===== src/design/gpio3_consts.vh =====
/*
 * constants for the three-port parallel i/o block: control field positions,
 * edge encodings and handshake states.
 * assumes: included by bare name from the design files under design/.
 */
`ifndef GPIO3_CONSTS_VH
`define GPIO3_CONSTS_VH

// ==========================================
// control register field positions
`define POWER_CONTROL_REG_COMP_OUT_BIT 0
`define P3MODE_ANALOG_BIT 1
`define IRQ_EDGE_LSB 6
`define IRQ_EDGE_MSB 7

// ==========================================
// edge select encodings (interrupt request register bits 7..6)
`define EDGE_FALL 2'h0
`define EDGE_RISE 2'h1
`define EDGE_BOTH 2'h2

// ==========================================
// reset values
`define PORT_OUT_RST 8'h00
`define P3_OUT_RST 4'h0

// ==========================================
// buffer shape
`define FIFO_WIDTH 8
`define FIFO_DEPTH 16
`define FIFO_AW 4

// ==========================================
// handshake states, one-hot
`define HS_IDLE 4'h1
`define HS_SETUP 4'h2
`define HS_HOLD 4'h4
`define HS_RELEASE 4'h8

`endif


===== src/design/byte_fifo.v =====
/*
 * synchronous fifo with valid/ready on both sides, registered flags.
 * assumes: one clock, synchronous active-low reset.
 */
`include "gpio3_consts.vh"

module byte_fifo #(
   parameter WIDTH = `FIFO_WIDTH,
   parameter DEPTH = `FIFO_DEPTH,
   parameter AW = `FIFO_AW
) (
   // clock and reset
   input wire i_clk,
   input wire i_rst_n,
   // fill side
   input wire i_in_valid,
   input wire [WIDTH-1:0] i_in_data,
   output reg o_in_ready,
   // drain side
   output reg o_out_valid,
   output wire [WIDTH-1:0] o_out_data,
   input wire i_out_ready
);

   reg [WIDTH-1:0] mem [0:DEPTH-1];
   reg [AW-1:0] wr_ptr;
   reg [AW-1:0] rd_ptr;
   reg [AW:0] count;
   wire push;
   wire pop;
   wire [AW:0] next_count;

   assign push = i_in_valid & o_in_ready;
   assign pop = i_out_ready & o_out_valid;
   assign next_count = count + {{AW{1'b0}}, push} - {{AW{1'b0}}, pop};
   assign o_out_data = mem[rd_ptr];

   // ==========================================
   // storage has no reset; flags guard every read
   always @(posedge i_clk) begin
      if (push) begin
         mem[wr_ptr] <= i_in_data;
      end
   end

   // ==========================================
   // pointers and flags
   always @(posedge i_clk) begin
      if (!i_rst_n) begin
         wr_ptr <= {AW{1'b0}};
         rd_ptr <= {AW{1'b0}};
         count <= {(AW+1){1'b0}};
         o_in_ready <= 1'b1;
         o_out_valid <= 1'b0;
      end else begin
         if (push) begin
            wr_ptr <= wr_ptr + 1'b1;
         end
         if (pop) begin
            rd_ptr <= rd_ptr + 1'b1;
         end
         count <= next_count;
         o_in_ready <= (next_count != DEPTH[AW:0]);
         o_out_valid <= (next_count != {(AW+1){1'b0}});
      end
   end

endmodule


===== src/design/three_port_io.v =====
/*
 * three-port parallel i/o: nibble-configured port 0, bit-configured port 2,
 * fixed-direction port 3 with handshake, comparator, interrupt-edge and
 * timer 1 pin functions. a 16-word fifo buffers port 0 handshake data.
 * assumes: control bits come from registers elsewhere on the same clock;
 * comparator results arrive as digital levels from the analog front end.
 */
// Functional notes
// - port 0 has eight lines whose direction is set per nibble, 3..0 and 7..4.
// - one setting makes every port 0 output nibble push-pull or open-drain.
// - port 0 handshake uses third-port line 2 in and line 5 out.
// - port 0 handshake direction follows the direction of its upper nibble.
// - port 2 has eight lines, each set as input or output on its own.
// - one setting makes all port 2 output bits push-pull or open-drain.
// - port 2 handshake uses third-port lines 1 in and 6 out, direction from bit 7.
// - port 3 has fixed inputs on lines 3..0 and fixed push-pull outputs on 7..4.
// - comparator results of lines 1 and 2 go out on lines 4 and 7 when power control bit 0 is 1.
// - port 3 mode bit 1 enables analog mode, with line 3 as shared reference.
// - lines 0 and 3 raise interrupt requests on falling edges only.
// - lines 1 and 2 raise requests on falling, rising or both edges per request register bits 7..6.
// - timer 1 takes its external input from line 1 and drives line 6.
// - one setting each for ports 0 and 2 switches that port's output buffers to reduced-emission drive.
// - outside analog mode line 3 is a plain register input and interrupt source.
`include "gpio3_consts.vh"

module three_port_io (
   // clock and reset
   input wire i_clk,
   input wire i_rst_n,
   // configuration
   input wire i_p0_lo_out,
   input wire i_p0_hi_out,
   input wire i_p0_open_drain,
   input wire i_p0_low_emi,
   input wire i_p0_hs_en,
   input wire [7:0] i_p2_dir_out,
   input wire i_p2_open_drain,
   input wire i_p2_low_emi,
   input wire i_p2_hs_en,
   input wire [7:0] i_power_control_reg,
   input wire [7:0] i_third_port_mode_reg,
   input wire [7:0] i_irq_request_reg,
   input wire i_timer1_out_en,
   // software data access
   input wire i_p0_wr,
   input wire [7:0] i_p0_wr_data,
   output wire o_p0_tx_ready,
   output wire o_p0_rx_valid,
   output wire [7:0] o_p0_rx_data,
   input wire i_p0_rx_ready,
   input wire i_p2_wr,
   input wire [7:0] i_p2_wr_data,
   output reg o_p2_tx_busy,
   output reg o_p2_rx_valid,
   output reg [7:0] o_p2_rx_data,
   input wire i_p2_rx_ack,
   input wire [3:0] i_p3_out_data,
   output reg [7:0] o_p0_rd_data,
   output reg [7:0] o_p2_rd_data,
   output reg [3:0] o_p3_rd_data,
   // interrupt requests and timer 1
   output reg [3:0] o_irq_req,
   output reg o_timer1_ext_input,
   input wire i_timer1_output,
   // port 0 and port 2 pins
   input wire [7:0] i_p0_pin,
   output reg [7:0] o_p0_pin,
   output reg [7:0] o_p0_oe,
   output reg o_p0_slow,
   input wire [7:0] i_p2_pin,
   output reg [7:0] o_p2_pin,
   output reg [7:0] o_p2_oe,
   output reg o_p2_slow,
   // port 3 pins
   input wire i_p3_line0_in,
   input wire i_p3_line1_in,
   input wire i_p3_line2_in,
   input wire i_p3_line3_ref_in,
   input wire i_cmp1_result,
   input wire i_cmp2_result,
   output reg o_p3_line4_out,
   output reg o_p3_line5_out,
   output reg o_p3_line6_out,
   output reg o_p3_line7_out
);

   // ==========================================
   // helpers
   // drive for one port: {pin value, enable}; open-drain only pulls low
   function [15:0] pin_drive;
      input [7:0] val;
      input [7:0] dir_out;
      input od;
      begin
         if (od) begin
            pin_drive = {8'h00, dir_out & ~val};
         end else begin
            pin_drive = {val & dir_out, dir_out};
         end
      end
   endfunction

   // ==========================================
   // input synchronisers: every pin passes two flops
   reg [23:0] sync1;
   reg [23:0] sync2;
   reg [5:0] prev;
   wire [23:0] raw_in;
   wire [7:0] p0_in;
   wire [7:0] p2_in;
   wire [3:0] p3_in;
   wire [1:0] cmp_in;

   assign raw_in = {i_cmp2_result, i_cmp1_result, i_p3_line3_ref_in, i_p3_line2_in,
                    i_p3_line1_in, i_p3_line0_in, i_p2_pin, i_p0_pin};
   assign p0_in = sync2[7:0];
   assign p2_in = sync2[15:8];
   assign p3_in = sync2[19:16];
   assign cmp_in = sync2[21:20];

   always @(posedge i_clk) begin
      if (!i_rst_n) begin
         sync1 <= 24'h000000;
         sync2 <= 24'h000000;
      end else begin
         sync1 <= raw_in;
         sync2 <= sync1;
      end
   end

   // ==========================================
   // mode decode
   wire analog;
   wire comp_out;
   wire [1:0] edge_sel;
   wire [7:0] p0_dir;
   wire [1:0] hs_en;
   wire [1:0] hs_send;
   wire [1:0] peer;

   assign analog = i_third_port_mode_reg[`P3MODE_ANALOG_BIT];
   assign comp_out = i_power_control_reg[`POWER_CONTROL_REG_COMP_OUT_BIT];
   assign edge_sel = i_irq_request_reg[`IRQ_EDGE_MSB:`IRQ_EDGE_LSB];
   assign p0_dir = {{4{i_p0_hi_out}}, {4{i_p0_lo_out}}};
   assign hs_en = {i_p2_hs_en, i_p0_hs_en};
   // lower nibble is trusted to match the upper one in handshake mode
   assign hs_send = {i_p2_dir_out[7], i_p0_hi_out};
   assign peer = {p3_in[1], p3_in[2]};

   // ==========================================
   // handshake engines, one each for ports 0 and 2
   reg [7:0] hs_state;
   reg [1:0] hs_line;
   reg [15:0] hs_data;
   reg [7:0] p0_out;
   reg [7:0] p2_out;
   wire [1:0] src_valid;
   wire [15:0] src_data;
   wire [1:0] room;
   wire [1:0] hs_pop;
   wire [1:0] hs_push;

   genvar g;
   generate
      for (g = 0; g < 2; g = g + 1) begin : hs
         wire [3:0] st;
         assign st = hs_state[4*g+3:4*g];
         // a word leaves only once the peer is ready
         assign hs_pop[g] = hs_en[g] & hs_send[g] & st[0] & src_valid[g] & peer[g];
         assign hs_push[g] = hs_en[g] & ~hs_send[g] & st[0] & room[g] & peer[g];
         always @(posedge i_clk) begin
            if (!i_rst_n) begin
               hs_state[4*g+3:4*g] <= `HS_IDLE;
               hs_line[g] <= 1'b0;
               hs_data[8*g+7:8*g] <= `PORT_OUT_RST;
            end else if (!hs_en[g]) begin
               hs_state[4*g+3:4*g] <= `HS_IDLE;
               hs_line[g] <= 1'b0;
            end else if (hs_send[g]) begin
               case (st)
                  `HS_IDLE: begin
                     hs_line[g] <= 1'b0;
                     if (hs_pop[g]) begin
                        hs_data[8*g+7:8*g] <= src_data[8*g+7:8*g];
                        hs_state[4*g+3:4*g] <= `HS_SETUP;
                     end
                  end
                  `HS_SETUP: begin
                     // data reaches the pins at this edge, one cycle before line 5 rises
                     hs_line[g] <= 1'b1;
                     hs_state[4*g+3:4*g] <= `HS_HOLD;
                  end
                  `HS_HOLD: begin
                     if (!peer[g]) begin
                        hs_line[g] <= 1'b0;
                        hs_state[4*g+3:4*g] <= `HS_RELEASE;
                     end
                  end
                  `HS_RELEASE: begin
                     if (peer[g]) begin
                        hs_state[4*g+3:4*g] <= `HS_IDLE;
                     end
                  end
                  default: begin
                     hs_state[4*g+3:4*g] <= `HS_IDLE;
                     hs_line[g] <= 1'b0;
                  end
               endcase
            end else begin
               case (st)
                  `HS_IDLE: begin
                     if (hs_push[g]) begin
                        hs_line[g] <= 1'b0;
                        hs_state[4*g+3:4*g] <= `HS_HOLD;
                     end else begin
                        hs_line[g] <= room[g];
                     end
                  end
                  `HS_HOLD: begin
                     hs_line[g] <= 1'b0;
                     if (!peer[g]) begin
                        hs_state[4*g+3:4*g] <= `HS_IDLE;
                     end
                  end
                  default: begin
                     hs_state[4*g+3:4*g] <= `HS_IDLE;
                     hs_line[g] <= 1'b0;
                  end
               endcase
            end
         end
      end
   endgenerate

   // ==========================================
   // port 0 buffer: direction decides which side fills it
   wire p0_hs_tx;
   wire p0_hs_rx;
   wire fifo_in_valid;
   wire [7:0] fifo_in_data;
   wire fifo_in_ready;
   wire fifo_out_valid;
   wire [7:0] fifo_out_data;
   wire fifo_out_ready;

   assign p0_hs_tx = i_p0_hs_en & i_p0_hi_out;
   assign p0_hs_rx = i_p0_hs_en & ~i_p0_hi_out;
   assign fifo_in_valid = p0_hs_tx ? i_p0_wr : hs_push[0];
   assign fifo_in_data = p0_hs_tx ? i_p0_wr_data : p0_in;
   assign fifo_out_ready = p0_hs_tx ? hs_pop[0] : i_p0_rx_ready;
   assign o_p0_tx_ready = p0_hs_tx & fifo_in_ready;
   assign o_p0_rx_valid = ~p0_hs_tx & fifo_out_valid;
   assign o_p0_rx_data = fifo_out_data;
   assign src_valid = {o_p2_tx_busy, p0_hs_tx & fifo_out_valid};
   assign src_data = {p2_out, fifo_out_data};
   // full fifo holds ready low at the peer
   assign room = {~o_p2_rx_valid, p0_hs_rx & fifo_in_ready};

   byte_fifo #(
      .WIDTH(`FIFO_WIDTH),
      .DEPTH(`FIFO_DEPTH),
      .AW(`FIFO_AW)
   ) u_p0_fifo (
      .i_clk(i_clk),
      .i_rst_n(i_rst_n),
      .i_in_valid(fifo_in_valid),
      .i_in_data(fifo_in_data),
      .o_in_ready(fifo_in_ready),
      .o_out_valid(fifo_out_valid),
      .o_out_data(fifo_out_data),
      .i_out_ready(fifo_out_ready)
   );

   // ==========================================
   // output registers and port 2 single-word path
   wire [7:0] p0_val;
   wire [7:0] p2_val;
   wire [15:0] p0_drv;
   wire [15:0] p2_drv;

   assign p0_val = p0_hs_tx ? hs_data[7:0] : p0_out;
   assign p2_val = (i_p2_hs_en & i_p2_dir_out[7]) ? hs_data[15:8] : p2_out;
   assign p0_drv = pin_drive(p0_val, p0_dir, i_p0_open_drain);
   assign p2_drv = pin_drive(p2_val, i_p2_dir_out, i_p2_open_drain);

   always @(posedge i_clk) begin
      if (!i_rst_n) begin
         p0_out <= `PORT_OUT_RST;
         p2_out <= `PORT_OUT_RST;
         o_p2_tx_busy <= 1'b0;
         o_p2_rx_valid <= 1'b0;
         o_p2_rx_data <= `PORT_OUT_RST;
      end else begin
         if (i_p0_wr && !p0_hs_tx) begin
            p0_out <= i_p0_wr_data;
         end
         if (i_p2_wr) begin
            p2_out <= i_p2_wr_data;
         end
         // a new write in the pop cycle keeps the word pending
         if (i_p2_wr && i_p2_hs_en && i_p2_dir_out[7]) begin
            o_p2_tx_busy <= 1'b1;
         end else if (hs_pop[1] || !i_p2_hs_en) begin
            o_p2_tx_busy <= 1'b0;
         end
         if (hs_push[1]) begin
            o_p2_rx_valid <= 1'b1;
            o_p2_rx_data <= p2_in;
         end else if (i_p2_rx_ack) begin
            o_p2_rx_valid <= 1'b0;
         end
      end
   end

   // ==========================================
   // pins, read-back, port 3 outputs, interrupt edges
   wire [3:0] p3_eff;
   wire [1:0] rise;
   wire [1:0] fall;
   wire [3:0] next_irq;

   // in analog mode lines 1/2 read as comparator results, line 3 is the reference
   assign p3_eff = analog ? {1'b0, cmp_in, p3_in[0]} : p3_in;
   assign rise = p3_eff[2:1] & ~prev[2:1];
   assign fall = ~p3_eff[2:1] & prev[2:1];
   assign next_irq[0] = ~p3_eff[0] & prev[0];
   assign next_irq[3] = ~analog & ~p3_eff[3] & prev[3];
   assign next_irq[2:1] = (edge_sel == `EDGE_FALL) ? fall :
                          (edge_sel == `EDGE_RISE) ? rise : (rise | fall);

   always @(posedge i_clk) begin
      if (!i_rst_n) begin
         prev <= 6'h00;
         o_irq_req <= 4'h0;
         o_p0_pin <= 8'h00;
         o_p0_oe <= 8'h00;
         o_p2_pin <= 8'h00;
         o_p2_oe <= 8'h00;
         o_p0_slow <= 1'b0;
         o_p2_slow <= 1'b0;
         o_p0_rd_data <= 8'h00;
         o_p2_rd_data <= 8'h00;
         o_p3_rd_data <= 4'h0;
         o_timer1_ext_input <= 1'b0;
         o_p3_line4_out <= 1'b0;
         o_p3_line5_out <= 1'b0;
         o_p3_line6_out <= 1'b0;
         o_p3_line7_out <= 1'b0;
      end else begin
         prev <= {2'h0, p3_eff};
         o_irq_req <= next_irq;
         o_p0_pin <= p0_drv[15:8];
         o_p0_oe <= p0_drv[7:0];
         o_p2_pin <= p2_drv[15:8];
         o_p2_oe <= p2_drv[7:0];
         o_p0_slow <= i_p0_low_emi;
         o_p2_slow <= i_p2_low_emi;
         o_p0_rd_data <= (p0_dir & p0_out) | (~p0_dir & p0_in);
         o_p2_rd_data <= (i_p2_dir_out & p2_out) | (~i_p2_dir_out & p2_in);
         o_p3_rd_data <= p3_eff;
         o_timer1_ext_input <= p3_in[1];
         // fixed push-pull outputs: no enable, always driven
         o_p3_line4_out <= comp_out ? cmp_in[0] : i_p3_out_data[0];
         o_p3_line7_out <= comp_out ? cmp_in[1] : i_p3_out_data[3];
         o_p3_line5_out <= i_p0_hs_en ? hs_line[0] : i_p3_out_data[1];
         if (i_p2_hs_en) begin
            o_p3_line6_out <= hs_line[1];
         end else if (i_timer1_out_en) begin
            o_p3_line6_out <= i_timer1_output;
         end else begin
            o_p3_line6_out <= i_p3_out_data[2];
         end
      end
   end

endmodule


===== config.mk =====
export PLATFORM = sky130hd
export DESIGN_NAME = three_port_io
export DESIGN_NICKNAME = d
export VERILOG_FILES = /design/src/design/byte_fifo.v /design/src/design/three_port_io.v
export VERILOG_INCLUDE_DIRS = /design/src /design/src/design
export SDC_FILE = /design/constraint.sdc
export NUM_CORES = 1
export LEC_CHECK = 0
export BUFFER_PORTS_ARGS = -buffer_cell sky130_fd_sc_hd__buf_2
export CORE_UTILIZATION = 25
export DETAILED_ROUTE_END_ITERATION = 8
export PLACE_DENSITY = 0.39
export REMOVE_ABC_BUFFERS = 1
export SETUP_SLACK_MARGIN = 0.3
export SLEW_MARGIN = 0
export SYNTH_ARGS = -nofsm -noshare
export SYNTH_HDL_FRONTEND = slang
export SYNTH_SLANG_ARGS = --single-unit

===== constraint.sdc =====
create_clock -name i_clk -period 4.2 [get_ports i_clk]
set_input_delay 0.42 -clock i_clk [delete_from_list [all_inputs] [get_ports i_clk]]
set_output_delay 0.42 -clock i_clk [all_outputs]
set_load 0.05 [all_outputs]

==> impl_metrics.py <==
metrics = {
    "global_routing": {
        "grt_overflow": 0,
        "met2_usage_pct": 21.2,
        "grt_max_degree": 70,
        "grt_pass1_vias": 7710,
        "met3_usage_pct": 3.26,
        "grt.total_usage_pct": 13.4,
        "grt_first_pass_wirelength_mm": 47.7,
        "busiest_layer": "met2",
        "antenna_found_initial": 4,
        "use_met1_pct": 18.4,
    },
    "sta": {
        "post-route-min-period_ns": 3.36,
        "worstMarginPinSlew_ns": 1.20,
        "setup_viol": 0,
        "timing_hold_violations_final": 0,
        "rsz0062_at_grt": "false",
        "post-route-period-util_pct": 80.0,
        "tns_ns": 0,
        "finalMaxSlewViolations": 0,
        "maxSlewHeadroom_pct": 19.5,
        "fmax_mhz": 298,
        "finClkSkew_ns": 0.00887,
        "setup_slack_ns": 0.840,
    },
    "route": {
        "routed_via_density": 4.36,
        "wl_per_cell_um": 18.4,
        "drc": 0,
        "dr.pass1.iters": 5,
        "num_vias": 7431,
        "first_iter_violations": 472,
        "wirelength_mm": 31.4,
        "antenna_left": 0,
    },
    "worst_hold_path": {
        "hold_depth": 2,
        "min_from": "i_p2_open_drain",
        "hp-class": "input port to flop",
        "min_to": "o_p2_oe[7]",
    },
    "setup_path": {
        "required_ns": 3.78,
        "crit_chain": "nor2_1 > a22oi_1 > a32oi_1 > inv_1 > buf_2",
        "critical-path-max-stage-delay_ns": 0.96,
        "path_class": "flop to output port",
        "crit_family": "simple AND/OR/NAND/NOR gates",
        "slowest_stage": "nor2_1",
        "crit_buf_inv": 2,
        "rr_endpoint": "u_p0_fifo.o_in_ready",
        "rr_worst_depth": 10,
        "cp-start-kind": "flop",
        "worst-path-max-fanout": 16,
        "path_depth": 5,
        "r2r_slack_ns": 0.93,
        "cp.arrival_ns": 2.94,
        "r2r_start": "sync2[18]",
        "endpoint_kind": "output port",
    },
    "synth": {
        "syn_area_sq_um": 11500,
        "synth_cells": 930,
        "synth_warnings": 0,
        "synth_cell_types": 55,
        "synth_flop_cell": "dfxtp_1",
        "avgSynthCellArea_sq_um": 12.4,
        "synth_edf_count": 128,
        "synthArstFlopShare_pct": 0,
        "yosys_register_bits": 306,
        "synth_seq_area_share_pct": 64.3,
    },
    "final_layout": {
        "syn2layout_area_growth_pct": 21.2,
        "multi_input_area_sq_um": 3820,
        "nFillCells": 4654,
        "seq_area_sq_um": 7410,
        "fin_nets": 1194,
        "drive_above_1_share_pct": 20.4,
        "most-common-layout-cells": "176 x dfxtp_1, 152 x buf_2, 128 x edfxtp_1",
        "final_common_cell": "dfxtp_1",
    },
    "floorplan": {
        "start_util_pct": 25.4,
        "coreArea_sq_um": 45400,
        "die_w_um": 217,
        "pin_count": 173,
        "rows": 78,
        "die_h_um": 217,
        "dieArea_sq_um": 47000,
    },
    "clocking": {
        "htreeDepth": 2,
        "cts-hold-fix-buffers": 0,
        "post_cts_buffers": 0,
        "clockRootBuffer": "clkbuf_16",
        "clk_path_buf_depth": 3,
        "cts.repair.resized": 0,
        "cts_tree": "yes",
        "clock_latency_ns": 0.51,
        "path_clk_slew_ns": 0.06,
        "cts.sinks": 306,
        "cts_made_buffers": 36,
    },
    "pwr": {
        "vdd_drop_max_mv": 0.198,
        "power.switching_mw": 1.81,
        "clockPowerShare_pct": 39.6,
        "p_int_mw": 5.11,
        "p_sw_share_pct": 26.2,
        "p_leak_nw": 5.46,
        "pwr-share-seq_pct": 47.3,
        "power_density_nw_per_um2": 496,
        "power_frac_comb_pct": 13.1,
    },
    "run": {
        "cap_violations": 0,
    },
    "placed_design": {
        "gp_congestion": 0.754,
        "pre_cts_slack_ns": 0.824,
        "port_buffers": 152,
        "dp_hpwl_mm": 22.0,
    },
    "status": {
        "outcome": "complete, no violations",
    },
}
logic make-up (layout without fill, tap and decap cells):
kind of cell | count (synthesis) | in the layout | synth area share (%)
adders and majority gates | 15 | 15 | 1.69
other | 0 | 1 | 0
DFF | 306 | 306 | 64.3
xor gates and xnor gates | 9 | 9 | 0.684
buffers and inverters | 76 | 250 | 2.63
and+or+nand+nor | 271 | 271 | 12.0
AOI/OAI and AO/OA | 124 | 124 | 7.40
muxes | 129 | 129 | 11.3
layout make-up:
cell class / count / area share, %
sequential: 306 / 53.1
multi-input combinational: 548 / 27.3
clock buffer: 45 / 6.84
timing repair buffer: 170 / 6.41
tap: 600 / 5.37
inverter: 27 / 0.726
clock inverter: 8 / 0.251
antenna: 1 / 0.0179
worst register-to-register path: stages (launching register included):
cell and delay, ns:
dfxtp_1 0.43, and4_1 0.29, o21ai_1 0.39, inv_1 0.09, ha_1 0.29, inv_1 0.04
ha_1 0.20, fa_1 0.43, xor2_1 0.16, or3_1 0.33, or4b_1 0.49
cell usage after synthesis (all sizes together), types with 10 or more instances:
cell | instances | area share (%)
nand3 | 15 | 0.65
mux2 | 10 | 0.98
a21oi | 38 | 1.7
edfxtp | 128 | 33
o21ai | 17 | 0.74
dfxtp | 178 | 31
nor2 | 86 | 2.8
and2 | 57 | 3.1
clkbuf | 35 | 1.1
ha | 14 | 1.5
mux2i | 119 | 10
nor2b | 12 | 0.65
inv | 25 | 0.81
buf | 14 | 0.61
nand2 | 53 | 1.7
a22oi | 17 | 1.1
registers in the layout, indices dropped and copies added (netlist names), 16 cells and up, named ones only:
| name | count |
|---|---|
| hs_data | 16 |
| sync1 | 22 |
| sync2 | 22 |
| u_p0_fifo.mem | 128 |
stage by stage:
stage	hold WS (ns)	power (mW)	instances	utilization, %	cell area [sq um]
4_1_cts	0.0711	7.05	1704	30.8	14000
6_report	0.101	6.92	1705	30.8	14000
3_3_place_gp	0.414	4.26	1651	28.6	13000
3_5_place_dp	0.409	4.26	1651	28.6	13000
5_1_grt	0.0848	7.24	1704	30.8	14000
2_1_floorplan	0.382	3.95	881	-	11300
how the worst max path moves through the flow:
| stage | endpoint |
|---|---|
| 4_1_cts | o_p0_rx_data[7] |
| 6_report | o_p0_rx_data[7] |
| 3_3_place_gp | u_p0_fifo.o_in_ready |
| 3_5_place_dp | u_p0_fifo.o_in_ready |
| 5_1_grt | u_p0_fifo.o_in_ready |
| 2_1_floorplan | o_p0_rx_data[7] |
power groups by stage:
stage | registers (mW) | clock network (mW) | logic, mW
after CTS | 3.27 | 2.84 | 0.927
after detailed placement | 3.34 | 0 | 0.924
after global routing | 3.28 | 2.95 | 1.00
after global placement | 3.34 | 0 | 0.925
after floorplan | 3.41 | 0 | 0.539
final | 3.27 | 2.74 | 0.906
metal layers:
metal,wire length (um),up-vias
met2,14400,177
met5,13,-
met3,1750,43
met1,14700,3572
li1,-,3637
met4,563,2
Power figures use the tool's default switching activity.
